## src/sent_payload_pkg.sv

```systemverilog
package sent_payload_pkg;

    // Stored-word locations, kept as indices.
    localparam logic [7:0] CUSTOMER_IDENTIFIER_OFFSET = 8'h02;
    localparam logic [7:0] ERROR_STATUS_OFFSET = 8'h45;

    // Byte positions inside the stored words.
    localparam int ERROR_BYTE_LSB = 16;
    localparam int CUSTOMER_BYTE0_LSB = 0;
    localparam int CUSTOMER_BYTE1_LSB = 8;
    localparam int CUSTOMER_BYTE2_LSB = 16;

    // Status nibble bit positions.
    localparam int STATUS_START_BIT = 3;
    localparam int STATUS_SERIAL_BIT = 2;
    localparam int STATUS_SOFT_BIT = 1;
    localparam int STATUS_HARD_BIT = 0;

    // Data layouts.
    localparam logic [1:0] LAYOUT_SHORT = 2'h0;
    localparam logic [1:0] LAYOUT_DIAG = 2'h1;
    localparam logic [1:0] LAYOUT_COUNT = 2'h2;
    localparam logic [1:0] LAYOUT_TEMP = 2'h3;
    localparam logic [2:0] DATA_NIBBLES_SHORT = 3'h3;
    localparam logic [2:0] DATA_NIBBLES_LONG = 3'h6;

    // Frame counter limits.
    localparam logic [11:0] COUNT_MAX_DIAG = 12'h00f;
    localparam logic [11:0] COUNT_STEP = 12'h001;

    // Short serial message sequence.
    localparam logic [3:0] SSM_FRAME_LAST = 4'hf;
    localparam logic [3:0] SSM_ID_FIRST = 4'h0;
    localparam logic [3:0] SSM_ID_LAST = 4'h4;

    // Check nibble generator x^4 + x^3 + x^2 + 1 and its seed.
    localparam logic [3:0] CRC_SEED = 4'h5;
    localparam logic [3:0] CRC_POLY = 4'hd;

    // Nibble timing in ticks.
    localparam logic [4:0] NIBBLE_LOW_TICKS = 5'h05;
    localparam logic [4:0] NIBBLE_MIN_TICKS = 5'h0c;

    // Nibble kinds on the stream.
    localparam logic [1:0] KIND_STATUS = 2'h0;
    localparam logic [1:0] KIND_DATA = 2'h1;
    localparam logic [1:0] KIND_CRC = 2'h2;

    // Stream buffer shape.
    localparam int ENTRY_WIDTH = 12;
    localparam int FIFO_DEPTH = 16;

    typedef enum logic [2:0] {
        ST_IDLE = 3'b001,
        ST_EMIT = 3'b010,
        ST_CRC = 3'b100
    } build_state_type;

    function automatic logic [3:0] crc4_step(input logic [3:0] crc, input logic [3:0] nib);
        logic [3:0] c;
        logic fb;
        c = crc;
        for (int i = 3; i >= 0; i--) begin
            fb = c[3] ^ nib[i];
            c = {c[2:0], 1'b0} ^ (fb ? CRC_POLY : 4'h0);
        end
        return c;
    endfunction

endpackage

```

## src/sent_nibble_fifo.sv

```systemverilog
`timescale 1ns/1ps
module sent_nibble_fifo #(
    parameter int WIDTH = 12,
    parameter int DEPTH = 16
) (
    // Clock and reset.
    input wire logic clock,
    input wire logic rst,
    // Filling side.
    input wire logic [WIDTH-1:0] in_data,
    input wire logic in_valid,
    output logic in_ready,
    // Draining side.
    output logic [WIDTH-1:0] out_data,
    output logic out_valid,
    input wire logic out_ready
);
    localparam int AW = $clog2(DEPTH);

    if (DEPTH < 2 || (1 << AW) != DEPTH) begin : g_bad_depth
        $error("DEPTH must be a power of two of at least 2");
    end

    logic [WIDTH-1:0] mem [DEPTH];
    logic [AW-1:0] wr_ptr_reg;
    logic [AW-1:0] rd_ptr_reg;
    logic [AW:0] count_reg;
    logic [WIDTH-1:0] out_data_reg;
    logic out_valid_reg;
    logic push;
    logic pop;

    assign in_ready = count_reg < (AW+1)'(DEPTH);
    assign push = in_valid && in_ready;
    assign pop = (count_reg != '0) && (!out_valid_reg || out_ready);
    assign out_data = out_data_reg;
    assign out_valid = out_valid_reg;

    // Storage is written only, so it needs no reset.
    always_ff @(posedge clock) begin
        if (push) begin
            mem[wr_ptr_reg] <= in_data;
        end
    end

    always_ff @(posedge clock or posedge rst) begin
        if (rst) begin
            wr_ptr_reg <= '0;
            rd_ptr_reg <= '0;
            count_reg <= '0;
        end else begin
            if (push) begin
                wr_ptr_reg <= wr_ptr_reg + 1'b1;
            end
            if (pop) begin
                rd_ptr_reg <= rd_ptr_reg + 1'b1;
            end
            count_reg <= count_reg + (AW+1)'(push) - (AW+1)'(pop);
        end
    end

    // Registered output stage holds one word beyond the array.
    always_ff @(posedge clock or posedge rst) begin
        if (rst) begin
            out_data_reg <= '0;
            out_valid_reg <= 1'b0;
        end else if (pop) begin
            out_data_reg <= mem[rd_ptr_reg];
            out_valid_reg <= 1'b1;
        end else if (out_ready) begin
            out_valid_reg <= 1'b0;
        end
    end
endmodule

```

## src/sent_frame_payload_builder.sv

```systemverilog
`timescale 1ns/1ps
module sent_frame_payload_builder
    import sent_payload_pkg::*;
#(
    parameter int DEPTH = FIFO_DEPTH
) (
    // Clock and reset.
    input wire logic clock,
    input wire logic rst,
    // Configuration.
    input wire logic short_serial_disable,
    input wire logic address_in_status_nibble,
    input wire logic sequential_polled_mode,
    input wire logic addressed_polled_mode,
    input wire logic [1:0] bus_address,
    input wire logic [1:0] data_nibble_layout,
    input wire logic crc_covers_status,
    // Measurements.
    input wire logic [11:0] field_value,
    input wire logic [11:0] temperature_word,
    input wire logic [7:0] temperature_byte,
    // Diagnostics.
    input wire logic overvoltage,
    input wire logic undervoltage,
    input wire logic overtemperature,
    input wire logic range_low,
    input wire logic range_high,
    input wire logic coil_self_test_error,
    input wire logic logic_self_test_error,
    input wire logic nonvolatile_memory_error,
    // Stored words.
    input wire logic [23:0] customer_identifier_word,
    input wire logic [23:0] error_status_word,
    // Frame request.
    input wire logic frame_request,
    output logic frame_busy,
    // Nibble stream.
    output logic [3:0] nibble_value,
    output logic [1:0] nibble_kind,
    output logic nibble_last,
    output logic [4:0] nibble_ticks,
    output logic nibble_valid,
    input wire logic nibble_ready,
    // Sequence state.
    output logic [3:0] message_id,
    output logic [11:0] frame_count
);
    if (DEPTH < 8) begin : g_bad_depth
        $error("DEPTH must hold at least one whole frame");
    end

    build_state_type state_reg;
    logic busy_reg;
    logic [3:0] payload_reg [7];
    logic [2:0] last_idx_reg;
    logic [2:0] idx_reg;
    logic [3:0] crc_reg;
    logic [11:0] count_reg;
    logic [3:0] ssm_frame_reg;
    logic [3:0] msg_id_reg;
    logic [15:0] ssm_word_reg;

    logic accept;
    logic ssm_on;
    logic addr_on;
    logic soft_error;
    logic [7:0] diag_byte;
    logic [7:0] ssm_byte;
    logic [3:0] ssm_crc;
    logic [15:0] ssm_word_next;
    logic serial_bit;
    logic [3:0] status_next;
    logic [3:0] data_next [6];
    logic [2:0] last_idx_next;
    logic fifo_in_valid;
    logic fifo_in_ready;
    logic push;
    logic [3:0] push_value;
    logic [1:0] push_kind;
    logic push_last;
    logic [ENTRY_WIDTH-1:0] fifo_in_data;
    logic [ENTRY_WIDTH-1:0] fifo_out_data;

    assign accept = frame_request && (state_reg == ST_IDLE);
    assign ssm_on = !short_serial_disable;
    assign addr_on = short_serial_disable && address_in_status_nibble
        && (sequential_polled_mode || addressed_polled_mode);
    assign soft_error = overvoltage | undervoltage | overtemperature
        | range_low | range_high;
    assign diag_byte = {nonvolatile_memory_error, logic_self_test_error,
        coil_self_test_error, undervoltage, overvoltage, overtemperature,
        range_low, range_high};

    // Data byte of the short message for the current ID.
    always_comb begin
        case (msg_id_reg)
            4'h0: ssm_byte = error_status_word[ERROR_BYTE_LSB +: 8];
            4'h1: ssm_byte = temperature_byte;
            4'h2: ssm_byte = customer_identifier_word[CUSTOMER_BYTE0_LSB +: 8];
            4'h3: ssm_byte = customer_identifier_word[CUSTOMER_BYTE1_LSB +: 8];
            default: ssm_byte = customer_identifier_word[CUSTOMER_BYTE2_LSB +: 8];
        endcase
    end

    assign ssm_crc = crc4_step(crc4_step(crc4_step(CRC_SEED, msg_id_reg),
        ssm_byte[7:4]), ssm_byte[3:0]);
    assign ssm_word_next = {msg_id_reg, ssm_byte, ssm_crc};

    // The first frame of a message sends from the fresh word.
    assign serial_bit = (ssm_frame_reg == 4'h0) ? ssm_word_next[15]
        : ssm_word_reg[SSM_FRAME_LAST - ssm_frame_reg];

    // Status and communication nibble.
    always_comb begin
        status_next = 4'h0;
        status_next[STATUS_SOFT_BIT] = soft_error;
        status_next[STATUS_HARD_BIT] = coil_self_test_error;
        if (ssm_on) begin
            status_next[STATUS_START_BIT] = (ssm_frame_reg == 4'h0);
            status_next[STATUS_SERIAL_BIT] = serial_bit;
        end else if (addr_on) begin
            status_next[STATUS_START_BIT] = bus_address[1];
            status_next[STATUS_SERIAL_BIT] = bus_address[0];
        end
    end

    // Data nibbles for the selected layout.
    always_comb begin
        data_next[0] = field_value[11:8];
        data_next[1] = field_value[7:4];
        data_next[2] = field_value[3:0];
        data_next[3] = 4'h0;
        data_next[4] = 4'h0;
        data_next[5] = 4'h0;
        last_idx_next = DATA_NIBBLES_LONG;
        case (data_nibble_layout)
            LAYOUT_SHORT: begin
                last_idx_next = DATA_NIBBLES_SHORT;
            end
            LAYOUT_DIAG: begin
                data_next[3] = diag_byte[7:4];
                data_next[4] = diag_byte[3:0];
                data_next[5] = count_reg[3:0];
            end
            LAYOUT_COUNT: begin
                data_next[3] = count_reg[11:8];
                data_next[4] = count_reg[7:4];
                data_next[5] = count_reg[3:0];
            end
            default: begin
                data_next[3] = temperature_word[11:8];
                data_next[4] = temperature_word[7:4];
                data_next[5] = temperature_word[3:0];
            end
        endcase
    end

    // Frame build sequence: status, data, then check nibble.
    always_ff @(posedge clock or posedge rst) begin
        if (rst) begin
            state_reg <= ST_IDLE;
            busy_reg <= 1'b0;
            idx_reg <= 3'h0;
        end else begin
            case (state_reg)
                ST_IDLE: begin
                    if (accept) begin
                        state_reg <= ST_EMIT;
                        busy_reg <= 1'b1;
                        idx_reg <= 3'h0;
                    end
                end
                ST_EMIT: begin
                    if (push) begin
                        idx_reg <= idx_reg + 3'h1;
                        if (idx_reg == last_idx_reg) begin
                            state_reg <= ST_CRC;
                        end
                    end
                end
                ST_CRC: begin
                    if (push) begin
                        state_reg <= ST_IDLE;
                        busy_reg <= 1'b0;
                    end
                end
                default: begin
                    state_reg <= ST_IDLE;
                    busy_reg <= 1'b0;
                end
            endcase
        end
    end

    // Nibbles of the frame are frozen when the frame is accepted.
    always_ff @(posedge clock or posedge rst) begin
        if (rst) begin
            for (int i = 0; i < 7; i++) begin
                payload_reg[i] <= 4'h0;
            end
            last_idx_reg <= 3'h0;
        end else if (accept) begin
            payload_reg[0] <= status_next;
            for (int i = 0; i < 6; i++) begin
                payload_reg[i + 1] <= data_next[i];
            end
            last_idx_reg <= last_idx_next;
        end
    end

    // Check nibble runs along the data in send order.
    always_ff @(posedge clock or posedge rst) begin
        if (rst) begin
            crc_reg <= CRC_SEED;
        end else if (accept) begin
            crc_reg <= crc_covers_status ? crc4_step(CRC_SEED, status_next) : CRC_SEED;
        end else if (push && state_reg == ST_EMIT && idx_reg != 3'h0) begin
            crc_reg <= crc4_step(crc_reg, payload_reg[idx_reg]);
        end
    end

    // Frame counter steps once per frame.
    always_ff @(posedge clock or posedge rst) begin
        if (rst) begin
            count_reg <= 12'h000;
        end else if (accept) begin
            if (data_nibble_layout == LAYOUT_DIAG && count_reg >= COUNT_MAX_DIAG) begin
                count_reg <= 12'h000;
            end else begin
                count_reg <= count_reg + COUNT_STEP;
            end
        end
    end

    // Short message sequencing across frames.
    always_ff @(posedge clock or posedge rst) begin
        if (rst) begin
            ssm_frame_reg <= 4'h0;
            msg_id_reg <= SSM_ID_FIRST;
            ssm_word_reg <= 16'h0000;
        end else if (accept) begin
            if (!ssm_on) begin
                ssm_frame_reg <= 4'h0;
            end else if (ssm_frame_reg == SSM_FRAME_LAST) begin
                ssm_frame_reg <= 4'h0;
                msg_id_reg <= (msg_id_reg >= SSM_ID_LAST) ? SSM_ID_FIRST
                    : msg_id_reg + 4'h1;
            end else begin
                ssm_frame_reg <= ssm_frame_reg + 4'h1;
            end
            if (ssm_on && ssm_frame_reg == 4'h0) begin
                ssm_word_reg <= ssm_word_next;
            end
        end
    end

    // Stream entry: value, kind, last flag and nibble length in ticks.
    always_comb begin
        fifo_in_valid = 1'b0;
        push_value = 4'h0;
        push_kind = KIND_DATA;
        push_last = 1'b0;
        if (state_reg == ST_EMIT) begin
            fifo_in_valid = 1'b1;
            push_value = payload_reg[idx_reg];
            push_kind = (idx_reg == 3'h0) ? KIND_STATUS : KIND_DATA;
        end else if (state_reg == ST_CRC) begin
            fifo_in_valid = 1'b1;
            push_value = crc_reg;
            push_kind = KIND_CRC;
            push_last = 1'b1;
        end
    end

    assign push = fifo_in_valid && fifo_in_ready;
    assign fifo_in_data = {push_value, push_kind, push_last,
        NIBBLE_MIN_TICKS + {1'b0, push_value}};

    sent_nibble_fifo #(
        .WIDTH(ENTRY_WIDTH),
        .DEPTH(DEPTH)
    ) u_fifo (
        .clock(clock),
        .rst(rst),
        .in_data(fifo_in_data),
        .in_valid(fifo_in_valid),
        .in_ready(fifo_in_ready),
        .out_data(fifo_out_data),
        .out_valid(nibble_valid),
        .out_ready(nibble_ready)
    );

    assign nibble_value = fifo_out_data[11:8];
    assign nibble_kind = fifo_out_data[7:6];
    assign nibble_last = fifo_out_data[5];
    assign nibble_ticks = fifo_out_data[4:0];
    assign frame_busy = busy_reg;
    assign message_id = msg_id_reg;
    assign frame_count = count_reg;
endmodule

```

## config.mk

```make
export PLATFORM = sky130hd
export DESIGN_NAME = sent_frame_payload_builder
export DESIGN_NICKNAME = d
export VERILOG_FILES = /design/src/sent_payload_pkg.sv /design/src/sent_nibble_fifo.sv /design/src/sent_frame_payload_builder.sv
export SDC_FILE = /design/constraint.sdc
export NUM_CORES = 1
export LEC_CHECK = 0
export ABC_AREA = 1
export BUFFER_PORTS_ARGS = -buffer_cell sky130_fd_sc_hd__buf_4
export CAP_MARGIN = 15
export CELL_PAD_IN_SITES_DETAIL_PLACEMENT = 0
export CELL_PAD_IN_SITES_GLOBAL_PLACEMENT = 1
export CORE_ASPECT_RATIO = 1.5
export CORE_UTILIZATION = 45
export DETAILED_ROUTE_END_ITERATION = 16
export PLACE_DENSITY = 0.79
export REMOVE_ABC_BUFFERS = 1
export SLEW_MARGIN = 5
export SYNTH_ARGS = -nofsm -noshare
export SYNTH_HDL_FRONTEND = slang
export SYNTH_HIERARCHICAL = 1
export SYNTH_SLANG_ARGS = --single-unit
```

## constraint.sdc

```tcl
create_clock -name clock -period 5.7 [get_ports clock]
set_input_delay 0.57 -clock clock [delete_from_list [all_inputs] [get_ports clock]]
set_output_delay 0.57 -clock clock [all_outputs]
set_load 0.05 [all_outputs]
```

### Yosys cells after proc, flatten, opt, wreduce, memory -nomap -nowiden

Memory sizes are Yosys's and may differ from the RTL's. A register that Yosys moved wholly into a read port is not among the register bits.
Index checks and enable logic that the tools add are counted.

| word-level totals | value |
|---|---|
| register bits | 92 |
| RAM bits | 192 |
| word-level logic and storage cells | 183 |
| memories kept | 1 |

| cells by class | value |
|---|---|
| $add $sub $neg | 10 |
| magnitude comparators | 5 |
| equality and inequality tests | 14 |
| multiplexer cells | 61 |
| bitwise logic cells | 45 |
| reductions and logical operators | 27 |

Memory list:

| name | words | bits a word | rd ports | clocked after Yosys merged registers in | wr ports | line | source |
|---|---|---|---|---|---|---|---|
| u_fifo.mem | 16 | 12 | 1 | 1 | 1 | sent_nibble_fifo.sv:24 | `logic [WIDTH-1:0] mem [DEPTH];` |

Operator list:

| cell | count |
|---|---|
| $mux W4 | 30 |
| $xor A4 B4 Y4 | 18 |
| $pmux W12 S3 | 1 |
| $pmux W8 S4 | 1 |
| $mux W3 | 7 |
| $xor A1 B1 Y1 | 18 |
| $add A4 B1 Y4 const B | 4 |
| $add A12 B1 Y12 const B | 1 |
| $bmux W4 S3 | 1 |
| $ge A12 B4 Y1 const B | 1 |
| $mux W1 | 12 |
| $mux W12 | 1 |
| $logic_and A1 B1 Y1 | 9 |
| $pmux W3 S3 | 1 |
| $reduce_and A3 Y1 | 3 |
| $eq A4 B2 Y1 const B | 2 |
| $logic_not A4 Y1 | 2 |
| $mux W2 | 4 |
| $ne A2 B2 Y1 const B | 4 |
| $pmux W3 S2 | 1 |
| $reduce_bool A2 Y1 | 3 |
| $add A4 B4 Y5 const A | 1 |
| $add A5 B1 Y5 | 1 |
| $lt A4 B5 Y1 const B | 1 |
| other kinds (28) | 35 |

### Depth between registers and ports, before layout

Gate-level depths: netlist of run 1.

| depth | value |
|---|---|
| depth after elaboration | 35 |
| gate-level depth with buffers | 25 |
| mapped depth without buffers | 24 |

### Cells and area by module

The synthesis of run 1 kept the hierarchy.

By module, submodules not included:

| module | instances | cells an instance | area each (sq um) | sequential area each (sq um) |
|---|---|---|---|---|
| sent_nibble_fifo | 1 | 921 | 9,502.9 | 6,416.2 |
| sent_frame_payload_builder | 1 | 726 | 5,113.7 | 1,955.6 |

### Worst setup path before layout of run 1

No wires, ideal clock.

| timing path | value |
|---|---|
| path type | reg-to-reg |
| from | register state_reg[2] |
| to | memory u_fifo.mem[0][3] (data pin) |
| arrival | 2.390 ns |
| setup slack | 3.018 ns |
| cell stages (with the launch flop) | 7 |
| buffers on the path | 0 |
| period minus slack after synthesis | 2.682 ns |
| cells stage by stage | dfrtp_1 -> nor3_1 -> inv_1 -> o22ai_1 -> inv_1 -> ha_1 -> inv_1 |

| between the ends | value |
|---|---|
| word-level cells in the longest chain between the ends | 4 |
| elaborated cells between the ends (all ways) | 5 |
| classes of those cells | 1 x add/sub; 2 x eq/ne; 2 x mux |

RTL lines:

| what | line | source |
|---|---|---|
| start: declaration | sent_frame_payload_builder.sv:52 | `build_state_type state_reg;` |
| start signal: assignment | sent_frame_payload_builder.sv:161 | `state_reg <= ST_IDLE;` |
| start signal: assignment | sent_frame_payload_builder.sv:168 | `state_reg <= ST_EMIT;` |
| start signal: assignment | sent_frame_payload_builder.sv:177 | `state_reg <= ST_CRC;` |
| $eq A3 B3 Y1 | sent_frame_payload_builder.sv:267 | `end else if (state_reg == ST_CRC) begin` |
| $mux W4 | sent_frame_payload_builder.sv:267 |  |
| $mux W4 (*) | sent_frame_payload_builder.sv:263 | `if (state_reg == ST_EMIT) begin` |
| via fifo_in_data[10] | sent_frame_payload_builder.sv:81 | `logic [ENTRY_WIDTH-1:0] fifo_in_data;` |
| $add A4 B4 Y5 (*) | sent_frame_payload_builder.sv:277 | `NIBBLE_MIN_TICKS + {1'b0, push_value}};` |
| via fifo_in_data[3] | sent_frame_payload_builder.sv:81 |  |
| end: declaration | sent_nibble_fifo.sv:24 |  |

The timed path passes the listed nets; every way through them passes the cells marked *.

### Final worst setup path of run 1

| timing path | value |
|---|---|
| from | register u_fifo.count_reg[3] |
| to | register u_fifo.count_reg[4] |

| between the ends | value |
|---|---|
| word-level cells in the longest chain between the ends | 4 |
| elaborated cells between the ends (all ways) | 6 |
| classes of those cells | 2 x add/sub; 1 x order compare; 3 x reduce/logical |

RTL lines:

| what | line | source |
|---|---|---|
| start: declaration | sent_nibble_fifo.sv:27 | `logic [AW:0] count_reg;` |
| start signal: assignment | sent_nibble_fifo.sv:58 | `count_reg <= count_reg + (AW+1)'(push) - (AW+1)'(pop);` |
| $lt A5 B5 Y1 | sent_nibble_fifo.sv:33 | `assign in_ready = count_reg < (AW+1)'(DEPTH);` |
| $logic_and A1 B1 Y1 | sent_nibble_fifo.sv:34 | `assign push = in_valid && in_ready;` |
| $add A5 B1 Y5 | sent_nibble_fifo.sv:58 |  |
| $sub A5 B1 Y5 (*) | sent_nibble_fifo.sv:58 |  |

Every way passes the cells marked *; elsewhere a longest branch is shown, timed or not.
A chain may end at the register's enable or synchronous reset.

==> results.ini, run 1 <==
[floorplan]
rows=80
design.core.area_sq_um=31900
initial_core_util_pct=45.8
design.die.area_sq_um=33200
die_h_um=223
boundaryPins=131
die_w_um=149

[power_and_ir_drop]
peakVddDrop_v=0.000337
p_per_area_nw_per_um2=524
power.total_mw=8.80
power_leakage_nw=7.77

[final_layout]
syn_to_final_growth_pct=15.0
largest_register_ffs=192
n_antenna_cell=0
final_util_pct=52.6
design_area_sq_um=16800
fin_cells=2183
final_cell_mix=495 x nand2_1, 237 x inv_1, 210 x nand3_1, 192 x edfxtp_1, 138 x buf_4
n_fill_cell=2924
finalNetCount=1876
drive_above_1_share_pct=13.4
final_common_cell=nand2_1

[worst_setup_path]
crit_chain=inv_1 -> ha_1 -> nand4_1 -> nand2_2 -> clkinv_1 -> ha_1 -> inv_1 -> ha_1 -> fa_1 -> a21oi_1 -> nor2_1 -> nor2_1 -> xor2_1
cp_max_fo=18
end_kind=flip-flop
worstPathArrival_ns=3.78
crit_required_ns=6.16
max_stage_delay_ns=0.58
cp_slowest_cell=clkinv_1
crit_top_cell=ha_1
crit_type=reg -> reg
critPathLaunchType=flip-flop

[sta]
clock_skew_ns=0.0169
slew_headroom_pct=27.1
finalHoldViolCount=0
fin_tns_setup_ns=0
setup_violations=0
fmax_mhz=301
worst_slack_ns=2.38
worstMarginPinSlew_ns=1.09
min_period_over_period_pct=58.3
slew_violations=0
layout_min_cycle_time_ns=3.32
rsz0062_at_grt=no
whs_ns=0.0186

[grt]
globalRouteOverflowTotal=0
grt_antenna_before_repair=0
grt_max_degree=98
grt_first_pass_wirelength_um=55200
grt_pass1_vias=10800
grt.total_usage_pct=21.2

[min_path]
hold_path_class=in -> async

[yosys]
avgSynthCellArea_sq_um=8.87
synth.distinct_cells=47
synth_warnings=6
ys_seq_area_share_pct=57.3
synth_seq_cells=296
netlist_area_sq_um=14600
synth-main-ff-cell=edfxtp_1
syn_inst=1647
synth-edff-count=192
async_flop_share_pct=35.1

[drt]
drt_iter0_markers=529
vias=10900
routed_wirelength_um=34100
vias_per_cell=5.01
ant_nets=0
drt_pass1_iterations=5
wire_per_inst_um=15.6
post-route-drc-count=0

[placement]
dp_slack_ns=2.22
port_buffers=114
gp_congestion=0.825
dp_cells=2129
dp_hpwl_um=22200
placed_cell_area_sq_um=15800

[clocking]
cts.path.max_buffers=3
cts_root_buf=clkbuf_16
cts_tree=done
cts_resized=0
clkTransAtPathRegs_ns=0.06
post-cts-setup-buffers=0
holdBufCountCts=0
worstSkewPairLatency_ns=0.54
htree_levels=1
cts_made_buffers=28
cts.sinks=296

[run_status]
status=finished clean

[job]
drv_cap=0

[per-layer routing]
| metal | vias up | routed length (um) | GRT usage [%] |
|---|---|---|---|
| li1 | 5515 | - | - |
| met1 | 5123 | 13300 | 24.1 |
| met2 | 234 | 18400 | 40.3 |
| met3 | 56 | 1370 | 2.34 |
| met4 | 0 | 963 | 6.88 |
| met5 | - | 0 | 0 |
[final cells by class]
cell class,instances,area (sq um),share of cell area [%]
timing repair buffer,140,1080,6.42
clock inverter,18,191,1.14
clock buffer,34,764,4.55
multi-input combinational,1030,4920,29.3
inverter,255,963,5.73
tap,410,513,3.05
sequential,296,8370,49.8
[cell usage after synthesis (3+ instances only)]
library cell | count | area (sq um)
ha_1 | 23 | 288
clkbuf_1 | 17 | 63.8
xor2_1 | 21 | 184
nor3_1 | 16 | 80.1
inv_1 | 238 | 893
xnor2_1 | 7 | 61.3
nand2_4 | 3 | 33.8
nand4_1 | 6 | 37.5
nor2_2 | 3 | 18.8
buf_4 | 7 | 52.6
nand2_2 | 17 | 106
buf_6 | 8 | 90.1
nand2_1 | 495 | 1860
a21oi_1 | 26 | 130
o21ai_1 | 5 | 25.0
buf_1 | 4 | 15.0
dfrtp_1 | 101 | 2530
buf_2 | 28 | 140
nor3b_1 | 3 | 22.5
nand3_2 | 3 | 30.0
a41oi_1 | 4 | 35.0
o211ai_1 | 5 | 37.5
o22ai_1 | 11 | 68.8
nor4_1 | 3 | 18.8
dfstp_2 | 3 | 78.8
a31oi_1 | 5 | 31.3
o21ai_0 | 73 | 365
nand3_1 | 210 | 1050
nor2_1 | 75 | 282
inv_2 | 12 | 45.0
edfxtp_1 | 192 | 5770
clkinv_1 | 3 | 11.3
[critical path: cells and delay by family, from the launching register on]
family | cells | cell delay, ns
fa+ha+maj | 4 | 1.29
buf+inv | 3 | 0.70
simple gates | 4 | 0.54
flops | 1 | 0.39
compound gates | 1 | 0.16
xor+xnor | 1 | 0.16
[where the power goes]
group	internal, mW	switching, mW	leakage [nW]
sequential	2.82	0.281	3.02
combinational	1.17	2.60	4.28
clock	1.13	0.786	0.472
[worst paths after layout]
check	startpoint	endpoint	slack [ns]	cells after the start
max in group asynchronous	rst	ssm_word_reg[12]	4.69	3
max	u_fifo/count_reg[3]	u_fifo/count_reg[4]	2.38	13
max reg2reg	u_fifo/count_reg[3]	u_fifo/count_reg[4]	2.38	13
min	rst	u_fifo/count_reg[3]	0.02	2
min reg2reg	payload_reg[21]	payload_reg[21]	0.48	2
min in group clock	field_value[10]	payload_reg[22]	0.22	3
[logic make-up after synthesis]
family	Yosys count	share of synthesized area, %
XOR/XNOR	28	1.68
AO/OA/AOI/OAI	140	5.37
AND/OR/NAND/NOR	838	24.4
buffers and inverters	321	9.19
flip-flops	296	57.3
adder cells (fa/ha/maj)	24	2.11
No activity file was read; power rests on OpenSTA's default activity.
==> run 2: changes to the inputs <==
==> constraint.sdc (replaced) <==
create_clock -name clock -period 3.4 [get_ports clock]
set_input_delay 0.34 -clock clock [delete_from_list [all_inputs] [get_ports clock]]
set_output_delay 0.34 -clock clock [all_outputs]
set_load 0.05 [all_outputs]
==> results.ini, run 2 (same netlist as run 1, synthesis figures left out) <==
[grt]
grt_pass1_vias=10900  ; +1.2%
grt.total_usage_pct=20.9  ; -0.30 points
grt_antenna_before_repair=0  ; unchanged
grt_first_pass_wirelength_um=54600  ; -1.0%
grt_util_met1_pct=24.1  ; about the same
globalRouteOverflowTotal=0  ; unchanged
grt_max_degree=57  ; -42%
busiest_layer=met2
use_met2_pct=39.2  ; -1.1 points
use_met3_pct=2.38  ; +0.041 points

[floorplan]
rows=80  ; unchanged
design.core.area_sq_um=31900  ; unchanged
die_w_um=149  ; unchanged
die_h_um=223  ; unchanged
design.die.area_sq_um=33200  ; unchanged
initial_core_util_pct=45.8  ; unchanged
boundaryPins=131  ; unchanged

[drt]
drt_iter0_markers=619  ; +17%
post-route-drc-count=0  ; unchanged
routed_wirelength_um=33900  ; -0.62%
ant_nets=0  ; unchanged
drt_pass1_iterations=7  ; +2
vias=11000  ; +1.0%
vias_per_cell=4.99  ; -0.33%
wire_per_inst_um=15.3  ; -1.9%

[clocking]
htree_levels=1  ; unchanged
holdBufCountCts=13  ; +13
cts.sinks=296  ; unchanged
cts_root_buf=clkbuf_16
post-cts-setup-buffers=0  ; unchanged
cts.path.max_buffers=3  ; unchanged
cts_resized=0  ; unchanged
clkTransAtPathRegs_ns=0.06  ; about the same
worstSkewPairLatency_ns=0.56  ; +0.02 ns
cts_tree=done
cts_made_buffers=29  ; +3.6%

[job]
drv_cap=0  ; unchanged

[worst_setup_path]
end_kind=flip-flop
cp_max_fo=18  ; unchanged
worstPathArrival_ns=3.46  ; -0.32 ns
worst-r2r-setup-slack_ns=0.38  ; -2.00 ns
crit_required_ns=3.84  ; -2.32 ns
ff2ff_path_depth=22  ; +9
critPathLaunchType=flip-flop
crit_type=reg -> reg

[final_layout]
final_common_cell=nand2_1
multiInputGateArea_sq_um=4910  ; -0.10%
n_antenna_cell=0  ; unchanged
seq_area_sq_um=8370  ; unchanged
n_fill_cell=2950  ; +0.89%
largest_register_ffs=192  ; unchanged
syn_to_final_growth_pct=16.2
final_cell_mix=495 x nand2_1, 237 x inv_1, 210 x nand3_1, 192 x edfxtp_1, 153 x buf_4
final_util_pct=53.2  ; +0.58 points
drive_above_1_share_pct=13.8  ; +0.39 points
finalNetCount=1905  ; +1.5%

[sta]
fin_tns_setup_ns=0  ; unchanged
setup_violations=0  ; unchanged
min_period_over_period_pct=88.9  ; +31 points
clock_skew_ns=0.0175  ; +0.000566 ns
slew_violations=0  ; unchanged
finalHoldViolCount=0  ; unchanged
layout_min_cycle_time_ns=3.02  ; -0.301 ns
fmax_mhz=331  ; +9.9%
slew_headroom_pct=34.0  ; +6.8 points
rsz0062_at_grt=no
worstMarginPinSlew_ns=0.991  ; -0.103 ns

[placement]
port_buffers=114  ; unchanged
gp_congestion=0.827  ; +0.21%
dp_hpwl_um=22800  ; +2.8%

[power_and_ir_drop]
power_leakage_nw=7.88  ; +1.4%
p_per_area_nw_per_um2=867  ; +66%
peakVddDrop_v=0.000492  ; +46%

[run_status]
status=finished clean

[min_path]
hold_path_class=in -> reg
min_delay_path_depth=4

## run 2: cell count changes in the layout (fill, tap and decap cells not counted), moves of 2 or more
cell           previous run  this run
buf_4                   138       153
dlygate4sd3_1             0        13
clkbuf_1                  3         7
bufinv_16                 4         2
clkinvlp_4                2         0
nor2_1                   73        75
nor2_2                    5         3
## run 2: through the flow
| step | area [sq um] | instances | setup slack [ns] | power, mW | hold WS, ns |
|---|---|---|---|---|---|
| after floorplan | 14200 | 1581 | 0.212 | 9.72 | 0.380 |
| after global placement | 15900 | 2145 | 0.454 | 11.6 | 0.460 |
| after detailed placement | 15900 | 2145 | 0.415 | 11.7 | 0.467 |
| after CTS | 17000 | 2211 | 0.390 | 14.8 | 0.0499 |
| after global routing | 17000 | 2212 | 0.0126 | 15.8 | 0.0763 |
| final | 17000 | 2212 | 0.377 | 14.7 | 0.0632 |
## run 2: report_power, final
part           switching [mW]  internal (mW)
registers               0.470           4.73
logic                    4.37           2.04
clock network            1.33           1.78
total                    6.17           8.55
## run 2: layout make-up
class / instances / area share, %
flip-flops and latches: 296 / 49.3
clock inverters: 14 / 0.692
clock buffers: 39 / 4.67
multi-input cells: 1030 / 28.9
inverters: 255 / 5.67
well taps: 410 / 3.02
repair buffers: 168 / 7.73
## run 2: final timing paths
| path | startpoint | endpoint |
|---|---|---|
| min reg2reg | payload_reg[5] | payload_reg[5] |
| max in group asynchronous | rst | message_id[3] |
| max | message_id[3] | ssm_word_reg[3] |
| max reg2reg | message_id[3] | ssm_word_reg[3] |
| min in group asynchronous | rst | u_fifo/count_reg[0] |
| min | nibble_ready | u_fifo/out_valid |
## run 2: worst max-delay path, cell delays in order, from the launching register on
cell	delay, ns
dfrtp_1	0.51
inv_2	0.17
ha_1	0.58
buf_4	0.28
nand3_1	0.09
nand2_1	0.09
nor2_1	0.05
nor2_2	0.12
nand2_2	0.06
nand2_2	0.08
inv_1	0.08
nand2_4	0.07
nand3_1	0.08
nand2_1	0.07
nand2_1	0.06
nand2_1	0.08
nand2_2	0.06
nand2_1	0.07
nand2_2	0.06
nand2_2	0.06
nand2_2	0.06
nand2_1	0.06
o21ai_1	0.05
## run 2: routing by layer
layer,wire length (um),share of wire [%]
met1,13700,40
met4,888,2.6
met5,0,0
met2,18100,53
met3,1190,3.5
==> run 3: changes to the inputs <==
--- a/config.mk
+++ b/config.mk
@@ -18,5 +18,4 @@
 export SLEW_MARGIN = 5
 export SYNTH_ARGS = -nofsm -noshare
 export SYNTH_HDL_FRONTEND = slang
-export SYNTH_HIERARCHICAL = 1
 export SYNTH_SLANG_ARGS = --single-unit
==> results.ini, run 3 <==
[sta]
slew_violations=0  ; unchanged
fmax_mhz=365  ; +10%
fin_tns_setup_ns=0  ; unchanged
worstMarginPinSlew_ns=0.680  ; -0.311 ns
rsz0062_at_grt=no
min_period_over_period_pct=80.6  ; -8.4 points
setup_violations=0  ; unchanged
layout_min_cycle_time_ns=2.74  ; -0.284 ns
finalHoldViolCount=0  ; unchanged
clock_skew_ns=0.0215  ; +0.00404 ns
slew_headroom_pct=54.7  ; +21 points

[floorplan]
die_h_um=202  ; -9.5%
rows=72  ; -10%
design.core.area_sq_um=25900  ; -19%
boundaryPins=131  ; unchanged
initial_core_util_pct=46.0  ; +0.25 points
design.die.area_sq_um=27200  ; -18%
die_w_um=135  ; -9.5%

[yosys]
synth_area_leaders=edfxtp_1 36%, dfrtp_1 21%, nand2_1 8.7%
synth_seq_cells=245  ; -17%
synth.distinct_cells=48  ; +2.1%
synth.most_common_cell=nand2_1
yosys.area.top_type_share_pct=36.2  ; -3.2 points
async_flop_share_pct=41.2  ; +6.1 points
synth_warnings=0  ; -6
syn_inst=1280  ; -22%
synth-edff-count=144  ; -25%
avgSynthCellArea_sq_um=9.33  ; +5.1%
synth-main-ff-cell=edfxtp_1
ys_seq_area_share_pct=57.4  ; +0.14 points
synth.top_cells.by_count=277 x nand2_1, 147 x nor2_1, 144 x edfxtp_1, 127 x o21ai_0, 115 x inv_1
yosysTopAreaCell=edfxtp_1
netlist_area_sq_um=11900  ; -18%

[drt]
post-route-drc-count=0  ; unchanged
wire_per_inst_um=16.3  ; +6.4%
drt_iter0_markers=479  ; -23%
drt_pass1_iterations=5  ; -2
routed_wirelength_um=28600  ; -16%
vias_per_cell=5.21  ; +4.4%
ant_nets=0  ; unchanged
vias=9135  ; -17%

[clocking]
post-cts-setup-buffers=0  ; unchanged
cts_tree=done
cts_made_buffers=24  ; -17%
cts.path.max_buffers=3  ; unchanged
cts_resized=0  ; unchanged
worstSkewPairLatency_ns=0.51  ; -0.05 ns
cts_root_buf=clkbuf_16
cts.sinks=245  ; -17%
clkTransAtPathRegs_ns=0.07  ; about the same
htree_levels=1  ; unchanged

[job]
drv_cap=0  ; unchanged

[final_layout]
n_antenna_cell=0  ; unchanged
syn_to_final_growth_pct=17.6
largest_register_ffs=144  ; -25%
n_fill_cell=2428  ; -18%
final_common_cell=nand2_1
multiInputGateArea_sq_um=4330  ; -12%
finalNetCount=1528  ; -20%
seq_area_sq_um=6860  ; -18%
final_cell_mix=277 x nand2_1, 148 x buf_4, 147 x nor2_1, 144 x edfxtp_1, 127 x o21ai_0
fin_cells=1754  ; -21%
drive_above_1_share_pct=16.6  ; +2.8 points

[grt]
grt_antenna_before_repair=0  ; unchanged
grt_pass1_vias=9070  ; -17%
globalRouteOverflowTotal=0  ; unchanged
grt.total_usage_pct=21.7  ; +0.78 points
grt_first_pass_wirelength_um=46400  ; -15%
grt_max_degree=72  ; +26%

[worst_setup_path]
cp_slowest_cell=dfrtp_1
critPathLaunchType=flip-flop
path_buf_inv=3  ; unchanged
crit_required_ns=3.66  ; -0.18 ns
cp_max_fo=17  ; -1
critPathTopFamily=buffers and inverters
worstPathArrival_ns=3.00  ; -0.46 ns
crit_type=reg -> reg
crit_chain=inv_2 -> nor2_2 -> nand2_1 -> nand3_1 -> nand2_1 -> o22ai_1 -> inv_1 -> ha_1 -> inv_1
max_stage_delay_ns=0.60  ; +0.02 ns
end_kind=flip-flop

[power_and_ir_drop]
peakVddDrop_v=0.000681  ; +39%
power_leakage_nw=6.01  ; -24%
p_per_area_nw_per_um2=819  ; -5.5%

[min_path]
hold_path_class=in -> reg

[run_status]
status=finished clean

[placement]
gp_congestion=0.829  ; +0.29%
port_buffers=114  ; unchanged
dp_hpwl_um=20200  ; -12%
dp_cells=1708  ; -20%

==> run 3: cell types whose count changed after synthesis, sizes merged, moves of 21 or more <==
cell	delta
buf	-33
nand3	-128
nor2	+73
o221ai	+27
edfxtp	-48
inv	-127
clkbuf	+21
o21ai	+53
nand2	-224
==> run 3: tightest hold or removal path, cell delays in order <==
cell and delay (ns):
buf_4 0.07, nand2_1 0.04, o21ai_0 0.05
==> run 3: routing by layer <==
layer | vias to the layer above | part of all wire [%] | global-route usage [%]
met5 | - | 0 | 0
met4 | 0 | 2.2 | 5.42
met3 | 41 | 3.2 | 2.34
met2 | 168 | 55 | 41.6
met1 | 4333 | 40 | 25.1
li1 | 4593 | - | -
==> run 3: metrics by stage <==
stage / total power [mW] / instance area (sq um) / util (%) / hold slack [ns] / setup WS [ns]
6_report: 11.5 / 14000 / 54.1 / 0.0285 / 0.661
5_1_grt: 12.4 / 14000 / 54.1 / 0.0211 / 0.345
4_1_cts: 11.6 / 14000 / 54.1 / 0.0124 / 0.622
3_5_place_dp: 8.97 / 13200 / 51.0 / 0.471 / 0.672
3_3_place_gp: 8.90 / 13200 / 51.0 / 0.464 / 0.757
2_1_floorplan: 7.46 / 11700 / - / 0.444 / 0.303
==> run 3: repair_timing <==
item                       in CTS  in global routing
hold endpoints to repair       49                  0
setup endpoints to repair       0                  0
hold buffers                    1                  0
==> run 3: kinds of logic (layout without fill, tap and decap cells) <==
logic type | count (synthesis) | after routing | synth area share [%]
compound gates | 247 | 247 | 12.3
fa+ha+maj | 24 | 24 | 2.58
xor+xnor | 22 | 22 | 1.61
simple gates | 560 | 560 | 19.8
buf+inv | 182 | 323 | 6.32
flops | 245 | 245 | 57.4
==> run 3: layout make-up <==
| cell class | instances | share of cell area [%] |
|---|---|---|
| Sequential cell | 245 | 48.8 |
| Multi-Input combinational cell | 853 | 30.8 |
| Timing Repair Buffer | 151 | 8.27 |
| Clock buffer | 35 | 5.08 |
| Inverter | 128 | 3.47 |
| Tap cell | 333 | 2.97 |
| Clock inverter | 9 | 0.552 |
==> run 3: final timing paths <==
kind                           startpoint              endpoint  slack [ns]  cells after the start
setup / recovery               idx_reg[1]      u_fifo.mem[6][3]        0.66                      9
hold / removal             field_value[8]       payload_reg[20]        0.03                      3
setup reg to reg               idx_reg[1]      u_fifo.mem[6][3]        0.66                      9
hold reg to reg                crc_reg[0]            crc_reg[0]        0.48                      2
max in group asynchronous             rst          state_reg[0]        2.11                      4
min in group asynchronous             rst  u_fifo.rd_ptr_reg[2]        0.49                      3
==> run 3: where the power goes <==
group / switching (mW) / leakage, nW / internal, mW / total [mW]
clock: 1.09 / 0.386 / 1.53 / 2.62
sequential: 0.379 / 2.54 / 3.93 / 4.31
combinational: 3.09 / 3.09 / 1.48 / 4.57
